--- src/verilog/tted_consts.svh ---
// register offsets, reset values and timing counts of the trigger path
`ifndef TTED_CONSTS_SVH
`define TTED_CONSTS_SVH

// ----------------------------------------------------------------
// register byte offsets
// ----------------------------------------------------------------
`define TTED_CTRL_OFF     12'h000
`define TTED_FILT_OFF     12'h004
`define TTED_TRIGDLY_OFF  12'h008
`define TTED_EXPDLY_OFF   12'h00C
`define TTED_EXPTIME_OFF  12'h010
`define TTED_ALIGN_OFF    12'h014
`define TTED_STATUS_OFF   12'h018
`define TTED_IRQ_OFF      12'h01C
`define TTED_MASK_OFF     12'h020
`define TTED_SWTRIG_OFF   12'h024

// ----------------------------------------------------------------
// field positions
// ----------------------------------------------------------------
`define TTED_CTRL_EN_BIT     0
`define TTED_CTRL_SWSRC_BIT  1
`define TTED_CTRL_FALL_BIT   2
`define TTED_IRQ_COLL_BIT    0
`define TTED_IRQ_EXPST_BIT   1
`define TTED_IRQ_EXPEND_BIT  2
`define TTED_IRQ_W           3

// ----------------------------------------------------------------
// reset values and limits
// ----------------------------------------------------------------
`define TTED_CTRL_RST     3'h1
`define TTED_EXPDLY_MAX   16'd5000
`define TTED_EXPDLY_MIN   16'd0
`define TTED_EXPTIME_RST  24'd1000
`define TTED_ALIGN_RST    16'd0

// ----------------------------------------------------------------
// timing: one microsecond tick derived from the core clock
// ----------------------------------------------------------------
`define TTED_CLK_MHZ      100
`define TTED_US_NS        1000
`define TTED_CLK_NS       10
`define TTED_US_CYC       (`TTED_US_NS / `TTED_CLK_NS)

`endif

--- src/verilog/tted_pkg.sv ---
// types shared by the trigger-to-exposure design files
package tted_pkg;
   typedef enum logic [2:0] {
      TTED_IDLE   = 3'b000,
      TTED_FILT   = 3'b001,
      TTED_HOLD   = 3'b011,
      TTED_LEAD   = 3'b010,
      TTED_ALIGN  = 3'b110,
      TTED_EXPOSE = 3'b111
   } tted_state_t;
endpackage

--- src/verilog/tted_us_cnt.sv ---
// microsecond down-counter: load, count on ticks, flag at zero
`timescale 1ns/100ps
module tted_us_cnt #(
   parameter int W = 16
) (
   input wire logic core_clk, // core clock
   input wire logic arst_n, // async reset
   input wire logic load, // load start value
   input wire logic [W-1:0] load_val, // value in microseconds
   input wire logic us_tick, // one-microsecond tick
   output logic done // count reached zero
);
   logic [W-1:0] cnt_r;
   logic [W-1:0] cnt_nxt;
   logic skip_r;
   logic skip_nxt;

   // the tick runs free, so the first one after a load is partial;
   // skipping it makes a stage late by under a microsecond, never early
   always_comb begin
      cnt_nxt = cnt_r;
      skip_nxt = skip_r;
      if (load) begin
         cnt_nxt = load_val;
         skip_nxt = 1'b1;
      end else if (us_tick && skip_r) begin
         skip_nxt = 1'b0;
      end else if (us_tick && cnt_r != '0) begin
         cnt_nxt = cnt_r - W'(1);
      end
   end

   always_ff @(posedge core_clk or negedge arst_n) begin
      if (!arst_n) begin
         cnt_r <= '0;
         skip_r <= 1'b0;
      end else begin
         cnt_r <= cnt_nxt;
         skip_r <= skip_nxt;
      end
   end

   assign done = (cnt_r == '0) && !load;
endmodule

--- src/verilog/tted_in_filt.sv ---
// trigger input synchroniser and glitch filter in microsecond steps
`timescale 1ns/100ps
module tted_in_filt #(
   parameter int W = 16
) (
   input wire logic core_clk, // core clock
   input wire logic arst_n, // async reset
   input wire logic pin_in, // raw trigger pin
   input wire logic us_tick, // one-microsecond tick
   input wire logic [W-1:0] filt_us, // filter time in microseconds
   output logic level // filtered level
);
   logic sync1_r;
   logic sync2_r;
   logic level_r;
   logic level_nxt;
   logic [W-1:0] stab_r;
   logic [W-1:0] stab_nxt;

   always_ff @(posedge core_clk or negedge arst_n) begin
      if (!arst_n) begin
         sync1_r <= 1'b0;
         sync2_r <= 1'b0;
      end else begin
         sync1_r <= pin_in;
         sync2_r <= sync1_r;
      end
   end

   // any return to the old level restarts the stability count
   always_comb begin
      level_nxt = level_r;
      stab_nxt = stab_r;
      if (sync2_r == level_r) begin
         stab_nxt = '0;
      // one tick beyond the setting: the free tick may land early
      end else if (filt_us == '0 || stab_r > filt_us) begin
         level_nxt = sync2_r;
         stab_nxt = '0;
      end else if (us_tick) begin
         stab_nxt = stab_r + W'(1);
      end
   end

   always_ff @(posedge core_clk or negedge arst_n) begin
      if (!arst_n) begin
         level_r <= 1'b0;
         stab_r <= '0;
      end else begin
         level_r <= level_nxt;
         stab_r <= stab_nxt;
      end
   end

   assign level = level_r;
endmodule

--- src/verilog/tted_top.sv ---
// trigger-to-exposure timing path with apb registers and interrupt
`timescale 1ns/100ps
`include "tted_consts.svh"

module tted_top (
   input wire logic core_clk, // 100 MHz core clock
   input wire logic arst_n, // async reset, active low
   input wire logic psel, // apb select
   input wire logic penable, // apb enable
   input wire logic pwrite, // apb direction
   input wire logic [11:0] paddr, // apb byte address
   input wire logic [31:0] pwdata, // apb write data
   output logic [31:0] prdata, // apb read data
   output logic pready, // apb ready
   output logic pslverr, // apb error
   input wire logic trig_pin, // external trigger pin
   input wire logic row_start, // sensor row boundary pulse
   output logic strobe_out, // strobe light output
   output logic expose_out, // sensor exposure active
   output tted_pkg::tted_state_t state_out, // path state
   output logic frame_start_collision_event, // collision pulse
   output logic irq // level interrupt
);
   import tted_pkg::*;

   // ----------------------------------------------------------------
   // registers
   // ----------------------------------------------------------------
   logic [2:0] ctrl_r, ctrl_nxt;
   logic [15:0] filt_r, filt_nxt;
   logic [15:0] trigdly_r, trigdly_nxt;
   logic [15:0] expdly_r, expdly_nxt;
   logic [23:0] exptime_r, exptime_nxt;
   logic [15:0] align_r, align_nxt;
   logic [`TTED_IRQ_W-1:0] irq_r, irq_nxt;
   logic [`TTED_IRQ_W-1:0] mask_r, mask_nxt;
   logic [31:0] prdata_r, prdata_nxt;
   logic sw_trig_r, sw_trig_nxt;
   logic wr_acc, rd_acc, hit;

   // ----------------------------------------------------------------
   // path state
   // ----------------------------------------------------------------
   tted_state_t st_r, st_nxt;
   logic strobe_r, strobe_nxt;
   logic expose_r, expose_nxt;
   logic coll_r, coll_nxt;
   logic [6:0] div_r, div_nxt;
   logic us_tick;
   logic row1_r, row2_r, row3_r;
   logic row_edge;
   logic filt_level, filt_prev_r;
   logic hw_edge, trig_evt;
   logic ld_hold, ld_lead, ld_align, ld_exp;
   logic hold_done, lead_done, align_done, exp_done;
   logic exp_start, exp_end;

   // single-cycle apb answer: pready high in every access phase
   assign wr_acc = psel && penable && pwrite;
   assign rd_acc = psel && penable && !pwrite;
   assign pready = psel && penable;

   always_comb begin
      hit = 1'b1;
      case (paddr)
         `TTED_CTRL_OFF, `TTED_FILT_OFF, `TTED_TRIGDLY_OFF,
         `TTED_EXPDLY_OFF, `TTED_EXPTIME_OFF, `TTED_ALIGN_OFF,
         `TTED_STATUS_OFF, `TTED_IRQ_OFF, `TTED_MASK_OFF,
         `TTED_SWTRIG_OFF: hit = 1'b1;
         default: hit = 1'b0;
      endcase
   end
   assign pslverr = pready && !hit;

   // ----------------------------------------------------------------
   // register writes and reads
   // ----------------------------------------------------------------
   always_comb begin
      ctrl_nxt = ctrl_r;
      filt_nxt = filt_r;
      trigdly_nxt = trigdly_r;
      expdly_nxt = expdly_r;
      exptime_nxt = exptime_r;
      align_nxt = align_r;
      mask_nxt = mask_r;
      sw_trig_nxt = 1'b0;
      irq_nxt = irq_r;
      prdata_nxt = prdata_r;
      if (wr_acc) begin
         case (paddr)
            `TTED_CTRL_OFF: ctrl_nxt = pwdata[2:0];
            `TTED_FILT_OFF: filt_nxt = pwdata[15:0];
            `TTED_TRIGDLY_OFF: trigdly_nxt = pwdata[15:0];
            `TTED_EXPDLY_OFF: begin
               // out-of-range writes saturate at the top value
               if (pwdata[15:0] > `TTED_EXPDLY_MAX || |pwdata[31:16]) begin
                  expdly_nxt = `TTED_EXPDLY_MAX;
               end else begin
                  expdly_nxt = pwdata[15:0];
               end
            end
            `TTED_EXPTIME_OFF: exptime_nxt = pwdata[23:0];
            `TTED_ALIGN_OFF: align_nxt = pwdata[15:0];
            `TTED_IRQ_OFF: irq_nxt = irq_r & ~pwdata[`TTED_IRQ_W-1:0];
            `TTED_MASK_OFF: mask_nxt = pwdata[`TTED_IRQ_W-1:0];
            `TTED_SWTRIG_OFF: sw_trig_nxt = pwdata[0];
            default: ;
         endcase
      end
      // set wins over a clear in the same cycle
      irq_nxt[`TTED_IRQ_COLL_BIT] = irq_nxt[`TTED_IRQ_COLL_BIT] | coll_nxt;
      irq_nxt[`TTED_IRQ_EXPST_BIT] = irq_nxt[`TTED_IRQ_EXPST_BIT] | exp_start;
      irq_nxt[`TTED_IRQ_EXPEND_BIT] = irq_nxt[`TTED_IRQ_EXPEND_BIT] | exp_end;
      if (rd_acc) begin
         case (paddr)
            `TTED_CTRL_OFF: prdata_nxt = {29'h0, ctrl_r};
            `TTED_FILT_OFF: prdata_nxt = {16'h0, filt_r};
            `TTED_TRIGDLY_OFF: prdata_nxt = {16'h0, trigdly_r};
            `TTED_EXPDLY_OFF: prdata_nxt = {16'h0, expdly_r};
            `TTED_EXPTIME_OFF: prdata_nxt = {8'h0, exptime_r};
            `TTED_ALIGN_OFF: prdata_nxt = {16'h0, align_r};
            `TTED_STATUS_OFF:
               prdata_nxt = {27'h0, expose_r, strobe_r, st_r};
            `TTED_IRQ_OFF: prdata_nxt = {29'h0, irq_r};
            `TTED_MASK_OFF: prdata_nxt = {29'h0, mask_r};
            default: prdata_nxt = 32'h0;
         endcase
      end
   end

   // read data is passed straight through in the access phase, then held in prdata_r
   assign prdata = rd_acc ? prdata_nxt : prdata_r;

   always_ff @(posedge core_clk or negedge arst_n) begin
      if (!arst_n) begin
         ctrl_r <= `TTED_CTRL_RST;
         filt_r <= 16'h0;
         trigdly_r <= 16'h0;
         expdly_r <= `TTED_EXPDLY_MIN;
         exptime_r <= `TTED_EXPTIME_RST;
         align_r <= `TTED_ALIGN_RST;
         mask_r <= '0;
         irq_r <= '0;
         sw_trig_r <= 1'b0;
         prdata_r <= 32'h0;
      end else begin
         ctrl_r <= ctrl_nxt;
         filt_r <= filt_nxt;
         trigdly_r <= trigdly_nxt;
         expdly_r <= expdly_nxt;
         exptime_r <= exptime_nxt;
         align_r <= align_nxt;
         mask_r <= mask_nxt;
         irq_r <= irq_nxt;
         sw_trig_r <= sw_trig_nxt;
         prdata_r <= prdata_nxt;
      end
   end

   assign irq = |(irq_r & mask_r);

   // ----------------------------------------------------------------
   // microsecond tick and row boundary sync
   // ----------------------------------------------------------------
   always_comb begin
      div_nxt = div_r + 7'd1;
      if (div_r == 7'(`TTED_US_CYC - 1)) begin
         div_nxt = 7'd0;
      end
   end
   assign us_tick = (div_r == 7'(`TTED_US_CYC - 1));

   always_ff @(posedge core_clk or negedge arst_n) begin
      if (!arst_n) begin
         div_r <= 7'd0;
         row1_r <= 1'b0;
         row2_r <= 1'b0;
         row3_r <= 1'b0;
         filt_prev_r <= 1'b0;
      end else begin
         div_r <= div_nxt;
         row1_r <= row_start;
         row2_r <= row1_r;
         row3_r <= row2_r;
         filt_prev_r <= filt_level;
      end
   end
   assign row_edge = row2_r && !row3_r;

   // ----------------------------------------------------------------
   // filter stage and trigger source
   // ----------------------------------------------------------------
   tted_in_filt #(.W(16)) u_filt (
      .core_clk(core_clk),
      .arst_n(arst_n),
      .pin_in(trig_pin),
      .us_tick(us_tick),
      .filt_us(filt_r),
      .level(filt_level)
   );

   assign hw_edge = ctrl_r[`TTED_CTRL_FALL_BIT] ?
      (filt_prev_r && !filt_level) : (!filt_prev_r && filt_level);
   assign trig_evt = ctrl_r[`TTED_CTRL_EN_BIT] &&
      (ctrl_r[`TTED_CTRL_SWSRC_BIT] ? sw_trig_r : hw_edge);

   // ----------------------------------------------------------------
   // stage timers
   // ----------------------------------------------------------------
   tted_us_cnt #(.W(16)) u_hold (
      .core_clk(core_clk), .arst_n(arst_n), .load(ld_hold),
      .load_val(trigdly_r), .us_tick(us_tick), .done(hold_done)
   );
   tted_us_cnt #(.W(16)) u_lead (
      .core_clk(core_clk), .arst_n(arst_n), .load(ld_lead),
      .load_val(expdly_r), .us_tick(us_tick), .done(lead_done)
   );
   tted_us_cnt #(.W(16)) u_align (
      .core_clk(core_clk), .arst_n(arst_n), .load(ld_align),
      .load_val(align_r), .us_tick(us_tick), .done(align_done)
   );
   tted_us_cnt #(.W(24)) u_exp (
      .core_clk(core_clk), .arst_n(arst_n), .load(ld_exp),
      .load_val(exptime_r), .us_tick(us_tick), .done(exp_done)
   );

   // ----------------------------------------------------------------
   // path sequencer
   // ----------------------------------------------------------------
   always_comb begin
      st_nxt = st_r;
      strobe_nxt = strobe_r;
      expose_nxt = expose_r;
      coll_nxt = 1'b0;
      ld_hold = 1'b0;
      ld_lead = 1'b0;
      ld_align = 1'b0;
      ld_exp = 1'b0;
      exp_start = 1'b0;
      exp_end = 1'b0;
      // trigger in any busy state is dropped and flagged
      if (trig_evt && st_r != TTED_IDLE) begin
         coll_nxt = 1'b1;
      end
      case (st_r)
         TTED_IDLE: begin
            if (trig_evt) begin
               st_nxt = TTED_HOLD;
               ld_hold = 1'b1;
            end
         end
         TTED_FILT: st_nxt = TTED_IDLE;
         TTED_HOLD: begin
            if (hold_done) begin
               st_nxt = TTED_LEAD;
               strobe_nxt = 1'b1;
               ld_lead = 1'b1;
            end
         end
         TTED_LEAD: begin
            if (lead_done) begin
               st_nxt = TTED_ALIGN;
               ld_align = 1'b1;
            end
         end
         TTED_ALIGN: begin
            // setup time counts, then first row boundary after it;
            // an edge seen during setup is not reused, start stays on a row
            if (align_done && row_edge) begin
               st_nxt = TTED_EXPOSE;
               expose_nxt = 1'b1;
               exp_start = 1'b1;
               ld_exp = 1'b1;
            end
         end
         TTED_EXPOSE: begin
            if (exp_done) begin
               st_nxt = TTED_IDLE;
               expose_nxt = 1'b0;
               strobe_nxt = 1'b0;
               exp_end = 1'b1;
            end
         end
         default: begin
            st_nxt = TTED_IDLE;
            strobe_nxt = 1'b0;
            expose_nxt = 1'b0;
         end
      endcase
   end

   always_ff @(posedge core_clk or negedge arst_n) begin
      if (!arst_n) begin
         st_r <= TTED_IDLE;
         strobe_r <= 1'b0;
         expose_r <= 1'b0;
         coll_r <= 1'b0;
      end else begin
         st_r <= st_nxt;
         strobe_r <= strobe_nxt;
         expose_r <= expose_nxt;
         coll_r <= coll_nxt;
      end
   end

   assign strobe_out = strobe_r;
   assign expose_out = expose_r;
   assign state_out = st_r;
   assign frame_start_collision_event = coll_r;
endmodule

--- config.mk ---
export PLATFORM = sky130hd
export DESIGN_NAME = tted_top
export DESIGN_NICKNAME = d
export VERILOG_FILES = /design/src/verilog/tted_pkg.sv /design/src/verilog/tted_us_cnt.sv /design/src/verilog/tted_in_filt.sv /design/src/verilog/tted_top.sv
export VERILOG_INCLUDE_DIRS = /design/src /design/src/verilog
export SDC_FILE = /design/constraint.sdc
export NUM_CORES = 1
export LEC_CHECK = 0
export CAP_MARGIN = 20
export CORE_ASPECT_RATIO = 1.75
export CORE_MARGIN = 4
export CORE_UTILIZATION = 35
export DETAILED_ROUTE_END_ITERATION = 10
export DONT_BUFFER_PORTS = 1
export PLACE_DENSITY = 0.51
export SYNTH_ARGS = -nofsm -noshare
export SYNTH_HDL_FRONTEND = slang
export SYNTH_SLANG_ARGS = --single-unit
--- constraint.sdc ---
create_clock -name core_clk -period 5.3 [get_ports core_clk]
set_input_delay 1.06 -clock core_clk [delete_from_list [all_inputs] [get_ports core_clk]]
set_output_delay 1.06 -clock core_clk [all_outputs]
set_load 0.02 [all_outputs]
---- After elaboration in Yosys (flattened, before gate mapping) ----
Cells that the tools add are included.
Widths: inputs -> output; s select.
storage, ports and cells
  input port bits ......................... 51
  register bits after elaboration ......... 242
cells by class
  equality and inequality tests ........... 25
  bitwise gates (word level) .............. 9
  add/subtract/negate cells ............... 6
  reduce and logical (&&, ||, !) cells .... 74
  muxes and demuxes ....................... 57
  magnitude comparators ................... 2
operator list
  operator               count
  $pmux 24 s9            1
  $mux 16                13
  $mux 24                3
  $logic_not 16->1       4
  $mux 32                2
  $eq 12x5->1 const B    4
  $reduce_bool 16->1     3
  $sub 16x1->16 const B  3
  $mux 1                 27
  $eq 12x4->1 const B    2
  $eq 12x6->1 const B    2
  $logic_not 24->1       1
  $reduce_and 2->1       12
  $reduce_bool 24->1     1
  $sub 24x1->24 const B  1
  $logic_and 1x1->1      22
  $mux 3                 7
  $add 16x1->16 const B  1
  $gt 16x13->1 const B   1
  $gt 16x16->1           1
  $reduce_bool 2->1      8
  $reduce_or 16->1       1
  $pmux 3 s5             1
  $eq 12x3->1 const B    1
  other kinds (24)       51

---- Logic depth before layout (Yosys ltp) ----
Gate-level depths: netlist (run 1).
  word-level depth ........................ 25
  depth in mapped cells ................... 9

---- By module ----
From an unflattened synthesis (run 1), not the netlist that was laid out.
unflattened totals
  cell total of the unflattened synthesis .. 1241
  area, all modules ....................... 12817.3 um^2
modules (own cells, without submodules)
  module                 cells each  instances  area an instance (um^2)  sequential area each (um^2)
  tted_top               521         1          6541.3                   3687.3
  tted_us_cnt (u_exp)    172         1          1541.5                   625.6
  tted_in_filt           146         1          1393.8                   475.5
  tted_us_cnt (u_align)  136         1          1121.1                   425.4
  tted_us_cnt (u_hold)   134         1          1109.8                   425.4
  tted_us_cnt (u_lead)   132         1          1109.8                   425.4

---- Least setup slack after synthesis (run 1) ----
No wires, ideal clock.
  path kind ............................... in2out
  start point ............................. input paddr[7]
  end point ............................... output prdata[11]
  required time ........................... 4240 ps
  setup slack ............................. 1281 ps
  cell stages on the path ................. 8
  buffers on the path ..................... 2
  arrival ................................. 2959 ps
  cell sequence ........................... nor4_2 nand2_1 nor3_1 and3_1 buf_2 buf_2 a222oi_1 o21ai_0
on the way
  cells in the longest elaborated chain, start to end .. 4
  elaborated cells between the ends (all ways) .. 12
  classes of those cells .................. eq/ne: 8; mux: 3; reduce/logical: 1
ends and longest elaborated chain
  what                                 RTL line         text
  start, declared                      tted_top.sv:11   input wire logic [11:0] paddr,
  $eq 12x6->1 (tied with other cells)  tted_top.sv:115  case (paddr)
  $pmux 24 s9 (*)                      tted_top.sv:115
  $mux 32 (*)                          tted_top.sv:114  if (rd_acc) begin
  $mux 32 (*)                          tted_top.sv:132  assign prdata = rd_acc ? prdata_nxt : prdata_r;
  end, declared                        tted_top.sv:13   output logic [31:0] prdata,
Mark *: on every way between the ends. The rest lies on a longest branch, timed or not.

---- Worst setup path in the final report (run 1) ----
  start point ............................. input paddr[7]
  end point ............................... output prdata[5]
The elaborated chain is that of the path after synthesis.

==> results by group, run 1 <==
Cells and area
  • Nets: 1228
  • Final Core Density: 39.5%
  • Synthesis-to-finish area growth: 11.5%
  • Highest-count cells in the layout ignoring fill and taps: 235 x dfrtp_1, 106 x nor2_1, 104 x nand2_1
  • Inserted Diodes: 0
  • Commonest non-fill, non-tap cell in the layout: dfrtp_1
  • Ratio of cells with drive above 1 in the final layout: 14.1%
  • Cell area after layout: 13300 um^2

Placement
  • Gp weighted congestion: 0.867
  • I/O Buffers: 0
  • Final HPWL DP: 26900 um
  • Dpl cell area: 12400 um^2
  • Pre-CTS WS: 0.817 ns

Setup path
  • FF-to-FF Start: u_hold.cnt_r[4]
  • Worst path cell trace: nor4_2 > nand2_1 > nor3_1 > and3_1 > a222oi_1 > a21oi_1
  • Startpoint types: primary input
  • Slowest cell delay on critical path: 0.65 ns
  • Req. time, crit path: 4.24 ns
  • Reg2reg end: u_lead.cnt_r[1]
  • Reg-to-reg slack, setup: 1.98 ns
  • Worst setup path startpoint: paddr[7]
  • Worst Path Max Fanout: 14
  • Critical Path Slowest Stage Cell: and3_1
  • Worst EP arrival: 3.44 ns
  • Reg2Reg Depth: 6
  • Crit path kind: in2out
  • Crit end category: output pin

Power
  • Register share of total power: 48.6%
  • Combinational power share: 5.5%
  • Peak supply drop: 0.151 mV
  • Static Leakage: 5.95 nW
  • Net load switching power: 0.000950 W
  • Clock power frac: 45.9%
  • Pint: 0.00317 W
  • Switch share: 23.1%
  • Pwr dens: 309 nW/um^2

Outcome
  • Outcome: completed

Routing
  • Routed len/inst: 22.3 um
  • DR vias/cell: 5.44
  • DRT antenna net count: 0
  • Routed wire length: 36200 um
  • DR vias: 8851
  • First-pass detailed-route iteration total: 6
  • Drt drc: 0
  • DR iter-0 viols: 708

Logic synthesis
  • Mapped Cells: 1163
  • Syn nets: 1238
  • Simple-gate share of the synthesized area: 17.3%
  • Compound-Gate Fraction of Synth Area: 11.8%
  • Top cell type's share of synthesized area: 49.2%
  • Area leader, netlist: dfrtp_1
  • Primary FF master, synth: dfrtp_1
  • Mux contribution to synthesized area: 8.21%
  • Post-Synth XOR/XNOR Area: 6.09%
  • Largest family of logic cells by synthesized area: simple AND/OR/NAND/NOR gates
  • Ys Warns: 0
  • Post-synthesis sequential area ratio: 50.8%
  • Syn_area_per_cell: 10.3 um^2
  • Adder-cell share of the synthesized area: 2.51%
  • Syn Std Cell Area: 11900 um^2
  • Post-synthesis cell type count: 66
  • Synth area leaders: dfrtp_1 49%, mux2_2 7.0%, xnor2_1 3.7%, nor2_1 3.4%, nand2_1 3.3%
  • Synth async-reset ratio: 100%
  • Register bit total from synthesis: 242
  • Post-synth EDFFs: 0

Clock tree
  • Setup bufs post-CTS: 0
  • CTS Buf Count: 25
  • CTS Sinks: 242
  • CTS Hold Bufs: 0
  • Buffer levels on the longest clock path: 3
  • TritonCTS clock tree: yes
  • Clk slew on worst S/H paths: 0.06 ns
  • Latest clock arrival within the worst-skew pair: 0.53 ns
  • CTS-repair resized insts: 0
  • Root Buffer: clkbuf_16
  • H-Tree Depth: 1

STA
  • Max_slew headroom: 31.1%
  • Least-Margin Pin Slew: 1.03 ns
  • Hold Vio Cnt, Final: 0
  • RSZ-0062 raised after global routing: false
  • Fmax: 222 MHz
  • Post-layout worst setup margin: 0.797 ns
  • Period Utilization, post-route: 85.0%
  • Worst Clk Skew: 0.0205 ns
  • Final setup vio count: 0
  • Max Transition Viols Final: 0
  • Post-layout minimum cycle time: 4.50 ns
  • Setup TNS Final: 0 ns

Floorplan
  • CORE AREA: 33700 um^2
  • Std cell rows: 89
  • Die W: 148 um
  • Die Y: 252 um
  • Starting Density: 35.4%
  • Die ar.: 37300 um^2
  • I/O Pins: 92

GRT
  • First-pass GRT wire length: 55200 um
  • Remaining global-route overflow: 0
  • Largest net degree at the start of global routing: 243
  • Total track usage: 19.3%
  • Initial antenna violation count: 0
  • Number of global-route vias before repair: 9151

Min path
  • Hold Crit Class: in2async

Job
  • Max_cap viols: 0
==> routing by layer <==
metal | vias up | share of wire [%] | track usage, %
met3 | 73 | 6.1 | 4.04
li1 | 4133 | - | -
met1 | 4364 | 38 | 22.0
met4 | 0 | 5.7 | 10.3
met2 | 281 | 50 | 33.7
met5 | - | 0 | 0
==> critical path, delay by kind of cell <==
| kind | cells | cell delay, ns |
|---|---|---|
| and+or+nand+nor | 4 | 1.62 |
| AOI/OAI and AO/OA | 2 | 0.75 |
==> area by class of cell <==
type                            instances  area (um^2)
Clock inverter                         16          214
Tap cell                              455          569
Inverter                               40          150
Timing Repair Buffer                   18          135
Sequential cell                       242         6060
Clock buffer                           29          661
Multi-Input combinational cell        826         5530
Fill cell                            3348        20400
==> registers in the layout, summed over array words and instances (netlist names), 3 cells and up <==
name,count
div_r,7
exptime_r,24
ctrl_r,3
expdly_r,16
u_align.cnt_r,16
prdata_r,32
u_exp.cnt_r,24
u_hold.cnt_r,16
u_lead.cnt_r,16
filt_r,16
mask_r,3
align_r,16
irq_r,3
trigdly_r,16
u_filt.stab_r,16
state_out,3
==> power by group through the flow <==
stage               clock [W]  combinational [W]  sequential [W]
global placement            0           0.000222         0.00203
detailed placement          0           0.000226         0.00204
floorplan                   0           0.000199         0.00202
global route          0.00201           0.000259         0.00201
CTS                   0.00195           0.000227         0.00200
finish                0.00189           0.000225         0.00200
==> logic make-up (layout without fill, tap and decap cells) <==
group | count (synthesis) | in the layout
buf+inv | 95 | 103
fa+ha+maj | 24 | 24
flops | 242 | 242
compound gates | 222 | 222
simple gates | 412 | 412
xor+xnor | 83 | 83
mux | 85 | 85
==> Yosys cell counts (13+ instances only) <==
library cell and number:
o21ai_0 58, and2_1 17, a22o_1 17, nor3_1 33
mux2_2 74, nor2_1 107, xnor2_1 50, nand2_1 104
nand4_1 20, nand3_1 27, dfrtp_1 235, buf_2 13
a21oi_1 68, o21ai_1 18, inv_1 40, clkbuf_1 36
nor4_1 34, ha_1 24, xor2_1 33
==> how the worst max path moves through the flow <==
stage,endpoint,slack (ns),cells after the start
after floorplan,prdata[11],1.28,8
after global placement,prdata[2],0.89,6
after detailed placement,prdata[2],0.82,6
after CTS,prdata[2],0.83,6
after global routing,prdata[2],0.69,6
final,prdata[5],0.80,6
==> per-stage QoR <==
stage / std cells / hold WS, ns / total power, W
global placement: 1580 / 0.334 / 0.00226
CTS: 1625 / 0.209 / 0.00418
finish: 1626 / 0.231 / 0.00412
detailed placement: 1580 / 0.336 / 0.00226
floorplan: 1163 / 0.331 / 0.00221
global route: 1626 / 0.210 / 0.00428
(Power assumes the default switching activity.)
==> run 2: changes to the inputs <==
- PLACE_DENSITY: 0.51 -> 0.53
- clock period: 5.3 -> 3.8 ns (I/O delays scaled with it)
==> results by group, run 2 (synthesis results as in run 1) <==
GRT
  • Initial antenna violation count: 1
  • Remaining global-route overflow: 0
  • Number of global-route vias before repair: 9298
  • Total track usage: 19.5%
  • Largest net degree at the start of global routing: 243
  • First-pass GRT wire length: 55800 um

Power
  • Peak supply drop: 0.250 mV
  • Pwr dens: 432 nW/um^2
  • Static Leakage: 6.03 nW

STA
  • Hold Vio Cnt, Final: 151
  • RSZ-0062 raised after global routing: false
  • Post-layout minimum cycle time: 3.60 ns
  • Hold_ws: -0.0814 ns
  • Max Transition Viols Final: 0
  • Period Utilization, post-route: 94.7%
  • Final setup vio count: 0
  • Fmax: 278 MHz
  • Setup TNS Final: 0 ns
  • Max_slew headroom: 33.5%
  • Worst Clk Skew: 0.0134 ns
  • Least-Margin Pin Slew: 0.988 ns

Routing
  • Routed len/inst: 22.3 um
  • Routed wire length: 36600 um
  • DR iter-0 viols: 553
  • Drt drc: 0
  • DR vias: 8966
  • DR vias/cell: 5.46
  • DRT antenna net count: 0
  • First-pass detailed-route iteration total: 6

Cells and area
  • Ratio of cells with drive above 1 in the final layout: 15.1%
  • Largest Register: prdata_r
  • Max reg flops: 32
  • Inserted Diodes: 0
  • Final Core Density: 39.8%
  • Synthesis-to-finish area growth: 12.5%
  • Highest-count cells in the layout ignoring fill and taps: 235 x dfrtp_1, 106 x nor2_1, 104 x nand2_1
  • Fillers: 3335
  • Commonest non-fill, non-tap cell in the layout: dfrtp_1
  • Top flop regs: prdata_r: 32 flops, exptime_r: 24 flops, u_exp.cnt_r: 24 flops
  • Nets: 1243

Setup path
  • Worst EP arrival: 2.84 ns
  • Req. time, crit path: 3.04 ns
  • Worst Path Max Fanout: 10
  • Crit path kind: in2out
  • Startpoint types: primary input
  • Crit end category: output pin

Placement
  • Final HPWL DP: 27200 um
  • I/O Buffers: 0
  • Gp weighted congestion: 0.881

Floorplan
  • Die Y: 252 um
  • Std cell rows: 89
  • I/O Pins: 92
  • Die W: 148 um
  • Starting Density: 35.4%
  • Die ar.: 37300 um^2
  • CORE AREA: 33700 um^2

Clock tree
  • CTS Sinks: 242
  • TritonCTS clock tree: yes
  • Setup bufs post-CTS: 0
  • CTS Buf Count: 25
  • Root Buffer: clkbuf_16
  • Clk slew on worst S/H paths: 0.06 ns
  • Buffer levels on the longest clock path: 3
  • Latest clock arrival within the worst-skew pair: 0.54 ns
  • H-Tree Depth: 1

Min path
  • Hold Crit Class: in2async

Outcome
  • Failing checks: negative hold slack
  • Outcome: finished, violations left

Job
  • Max_cap viols: 0
## run 2: cell types whose count changed in the layout (fill, tap and decap cells not counted), sizes merged
| cell | previous run | this run |
|---|---|---|
| clkinvlp | 2 | 1 |
| buf | 18 | 33 |
| clkbuf | 29 | 34 |
| clkinv | 9 | 6 |
| bufinv | 5 | 4 |
## run 2: power breakdown
part	switching, W	total [W]	leakage, nW	internal [W]
combinational	0.000183	0.000343	2.34	0.000160
clock	0.00106	0.00267	0.441	0.00161
sequential	0.000105	0.00279	3.26	0.00269
total	0.00134	0.00580	6.03	0.00446
## run 2: critical path, stage by stage
cell      delay, ns
nor4_2         0.29
nand2_1        0.28
nor3_1         0.25
and3_1         0.45
a222oi_1       0.13
o21ai_0        0.67
## run 2: worst paths after layout
check,slack (ns),start,depth (start not counted),to
hold / removal,-0.08,arst_n,0,trigdly_r[10]
setup reg to reg,1.06,u_align.cnt_r[6],7,u_exp.cnt_r[21]
hold reg to reg,0.35,row1_r,0,row2_r
setup / recovery,0.20,paddr[7],6,prdata[8]
min in group core_clk,0.26,trig_pin,0,u_filt.sync1_r
max in group asynchronous,3.50,arst_n,0,ctrl_r[0]
## run 2: metal layers
layer,wire length [um],global-route usage [%],vias to the layer above
met5,0,0,-
met4,1590,8.66,0
met3,2230,3.95,88
met2,19600,36.5,294
met1,13200,21.0,4433
li1,-,-,4151
## run 2: area by class of cell
cell class,count,area (um^2),share of cell area (%)
sequential,242,6060,45.1
multi-input combinational,826,5520,41.1
clock buffer,34,729,5.43
tap,455,569,4.23
timing repair buffer,33,248,1.84
clock inverter,11,158,1.17
inverter,40,150,1.12
## run 2: per-stage QoR
stage / power (W) / setup WS, ns / std cells / hold WS (ns) / cell area [um^2]
2_1_floorplan: 0.00309 / 0.381 / 1163 / 0.331 / 11900
3_3_place_gp: 0.00317 / 0.249 / 1596 / 0.334 / 12600
3_5_place_dp: 0.00318 / 0.202 / 1596 / 0.336 / 12600
4_1_cts: 0.00587 / 0.195 / 1641 / -0.0984 / 13400
5_1_grt: 0.00602 / 0.0123 / 1641 / -0.103 / 13400
6_report: 0.00580 / 0.202 / 1641 / -0.0814 / 13400
## run 2: what timing repair did
item,4_1_cts,5_1_grt
hold endpoints to repair,235,235
endpoints found under the setup margin,0,4
gates resized for setup,0,4
==> run 3: changes to the inputs <==
- PLACE_DENSITY: 0.53 -> 0.47
==> results by group, run 3 (synthesis results as in run 1) <==
Cells and area
  • Area of the multi-input gates: 5530 um^2
  • Largest Register: prdata_r
  • Sequential Area: 6060 um^2
  • Synthesis-to-finish area growth: 13.1%
  • Commonest non-fill, non-tap cell in the layout: dfrtp_1
  • Nets: 1254
  • Max reg flops: 32
  • Fillers: 3364
  • Highest-count cells in the layout ignoring fill and taps: 235 x dfrtp_1, 106 x nor2_1, 104 x nand2_1
  • Inserted Diodes: 0
  • Ratio of cells with drive above 1 in the final layout: 15.7%
  • Top flop regs: prdata_r: 32 flops, exptime_r: 24 flops, u_exp.cnt_r: 24 flops

Setup path
  • Reg2reg end: u_exp.cnt_r[18]
  • Crit path kind: in2out
  • Worst EP arrival: 2.66 ns
  • Critical Path Slowest Stage Cell: a211oi_2
  • Crit path buf inv count: 0
  • Reg-to-reg slack, setup: 0.84 ns
  • Worst path cell trace: nor4_2 > nand3_1 > a211oi_2 > and2_1 > a22o_1
  • Startpoint types: primary input
  • Worst Path Max Fanout: 8
  • CP top delay family: simple AND/OR/NAND/NOR gates
  • FF-to-FF Start: u_align.cnt_r[6]
  • WP depth: 5
  • Reg2Reg Depth: 6
  • Setup crit end: prdata[17]
  • Slowest cell delay on critical path: 0.56 ns
  • Req. time, crit path: 3.04 ns
  • Worst setup path startpoint: paddr[7]
  • Crit end category: output pin

Power
  • Pwr dens: 422 nW/um^2
  • Static Leakage: 6.08 nW
  • Peak supply drop: 0.303 mV

Routing
  • DR vias/cell: 5.48
  • Routed len/inst: 23.0 um
  • DR vias: 9048
  • First-pass detailed-route iteration total: 5
  • DR iter-0 viols: 651
  • Drt drc: 0
  • Routed wire length: 38000 um
  • DRT antenna net count: 0

Outcome
  • Failing checks: negative hold slack
  • Outcome: finished, violations left

GRT
  • First-pass GRT wire length: 58000 um
  • Remaining global-route overflow: 0
  • Total track usage: 20.5%
  • Number of global-route vias before repair: 9400
  • Initial antenna violation count: 0
  • Largest net degree at the start of global routing: 243

STA
  • Post-layout minimum cycle time: 3.42 ns
  • Worst Clk Skew: 0.0170 ns
  • Post-layout worst setup margin: 0.382 ns
  • Least-Margin Pin Slew: 0.827 ns
  • Max_slew headroom: 44.3%
  • Max Transition Viols Final: 0
  • Hold Vio Cnt, Final: 87
  • Hold_ws: -0.0799 ns
  • Final setup vio count: 0
  • Period Utilization, post-route: 90.0%
  • RSZ-0062 raised after global routing: false
  • Fmax: 293 MHz
  • Setup TNS Final: 0 ns

Floorplan
  • Die Y: 252 um
  • Starting Density: 35.4%
  • CORE AREA: 33700 um^2
  • Die ar.: 37300 um^2
  • I/O Pins: 92
  • Std cell rows: 89
  • Die W: 148 um

Clock tree
  • CTS Sinks: 242
  • Clk slew on worst S/H paths: 0.06 ns
  • H-Tree Depth: 1
  • Setup bufs post-CTS: 0
  • CTS-repair resized insts: 0
  • CTS Buf Count: 24
  • Buffer levels on the longest clock path: 3
  • TritonCTS clock tree: yes
  • Root Buffer: clkbuf_16
  • Latest clock arrival within the worst-skew pair: 0.54 ns

Min path
  • Hold Crit Class: in2async

Placement
  • Final HPWL DP: 28400 um
  • Gp weighted congestion: 0.872
  • I/O Buffers: 0
  • Pre-CTS WS: 0.418 ns

Job
  • Max_cap viols: 0
## run 3: area by class of cell
class	count	area share, %
clock buffers	35	5.35
clock inverters	8	0.852
inverters	40	1.11
multi-input cells	826	40.9
flip-flops and latches	242	44.9
well taps	455	4.21
repair buffers	45	2.68
## run 3: layer usage
metal	up-vias	part of all wire (%)	GRT usage [%]
met3	68	4.7	3.23
li1	4201	-	-
met1	4550	36	22.2
met4	0	4.5	8.69
met2	229	54	39.0
met5	-	0	0
## run 3: power breakdown
part | internal, W | total [W] | switching (W)
clock network | 0.00152 | 0.00256 | 0.00104
registers | 0.00269 | 0.00279 | 0.000108
logic | 0.000162 | 0.000343 | 0.000180
total | 0.00437 | 0.00570 | 0.00133
## run 3: how the worst min path moves through the flow
| stage | from | to | slack [ns] |
|---|---|---|---|
| after global placement | u_filt.sync1_r | u_filt.sync2_r | 0.34 |
| after CTS | arst_n | trigdly_r[12] | -0.1 |
| after global routing | arst_n | trigdly_r[12] | -0.10 |
| after floorplan | row1_r | row2_r | 0.33 |
| after detailed placement | u_filt.sync1_r | u_filt.sync2_r | 0.33 |
| final | arst_n | trigdly_r[12] | -0.08 |
## run 3: per-stage QoR
step / utilization (%) / instances / total power, W / instance area [um^2] / hold WS [ns]
6_report: 40.1 / 1651 / 0.00570 / 13500 / -0.0799
4_1_cts: 40.1 / 1651 / 0.00578 / 13500 / -0.0987
5_1_grt: 40.1 / 1651 / 0.00592 / 13500 / -0.102
2_1_floorplan: - / 1163 / 0.00309 / 11900 / 0.331
3_3_place_gp: 37.6 / 1608 / 0.00318 / 12700 / 0.337
3_5_place_dp: 37.6 / 1608 / 0.00319 / 12700 / 0.335
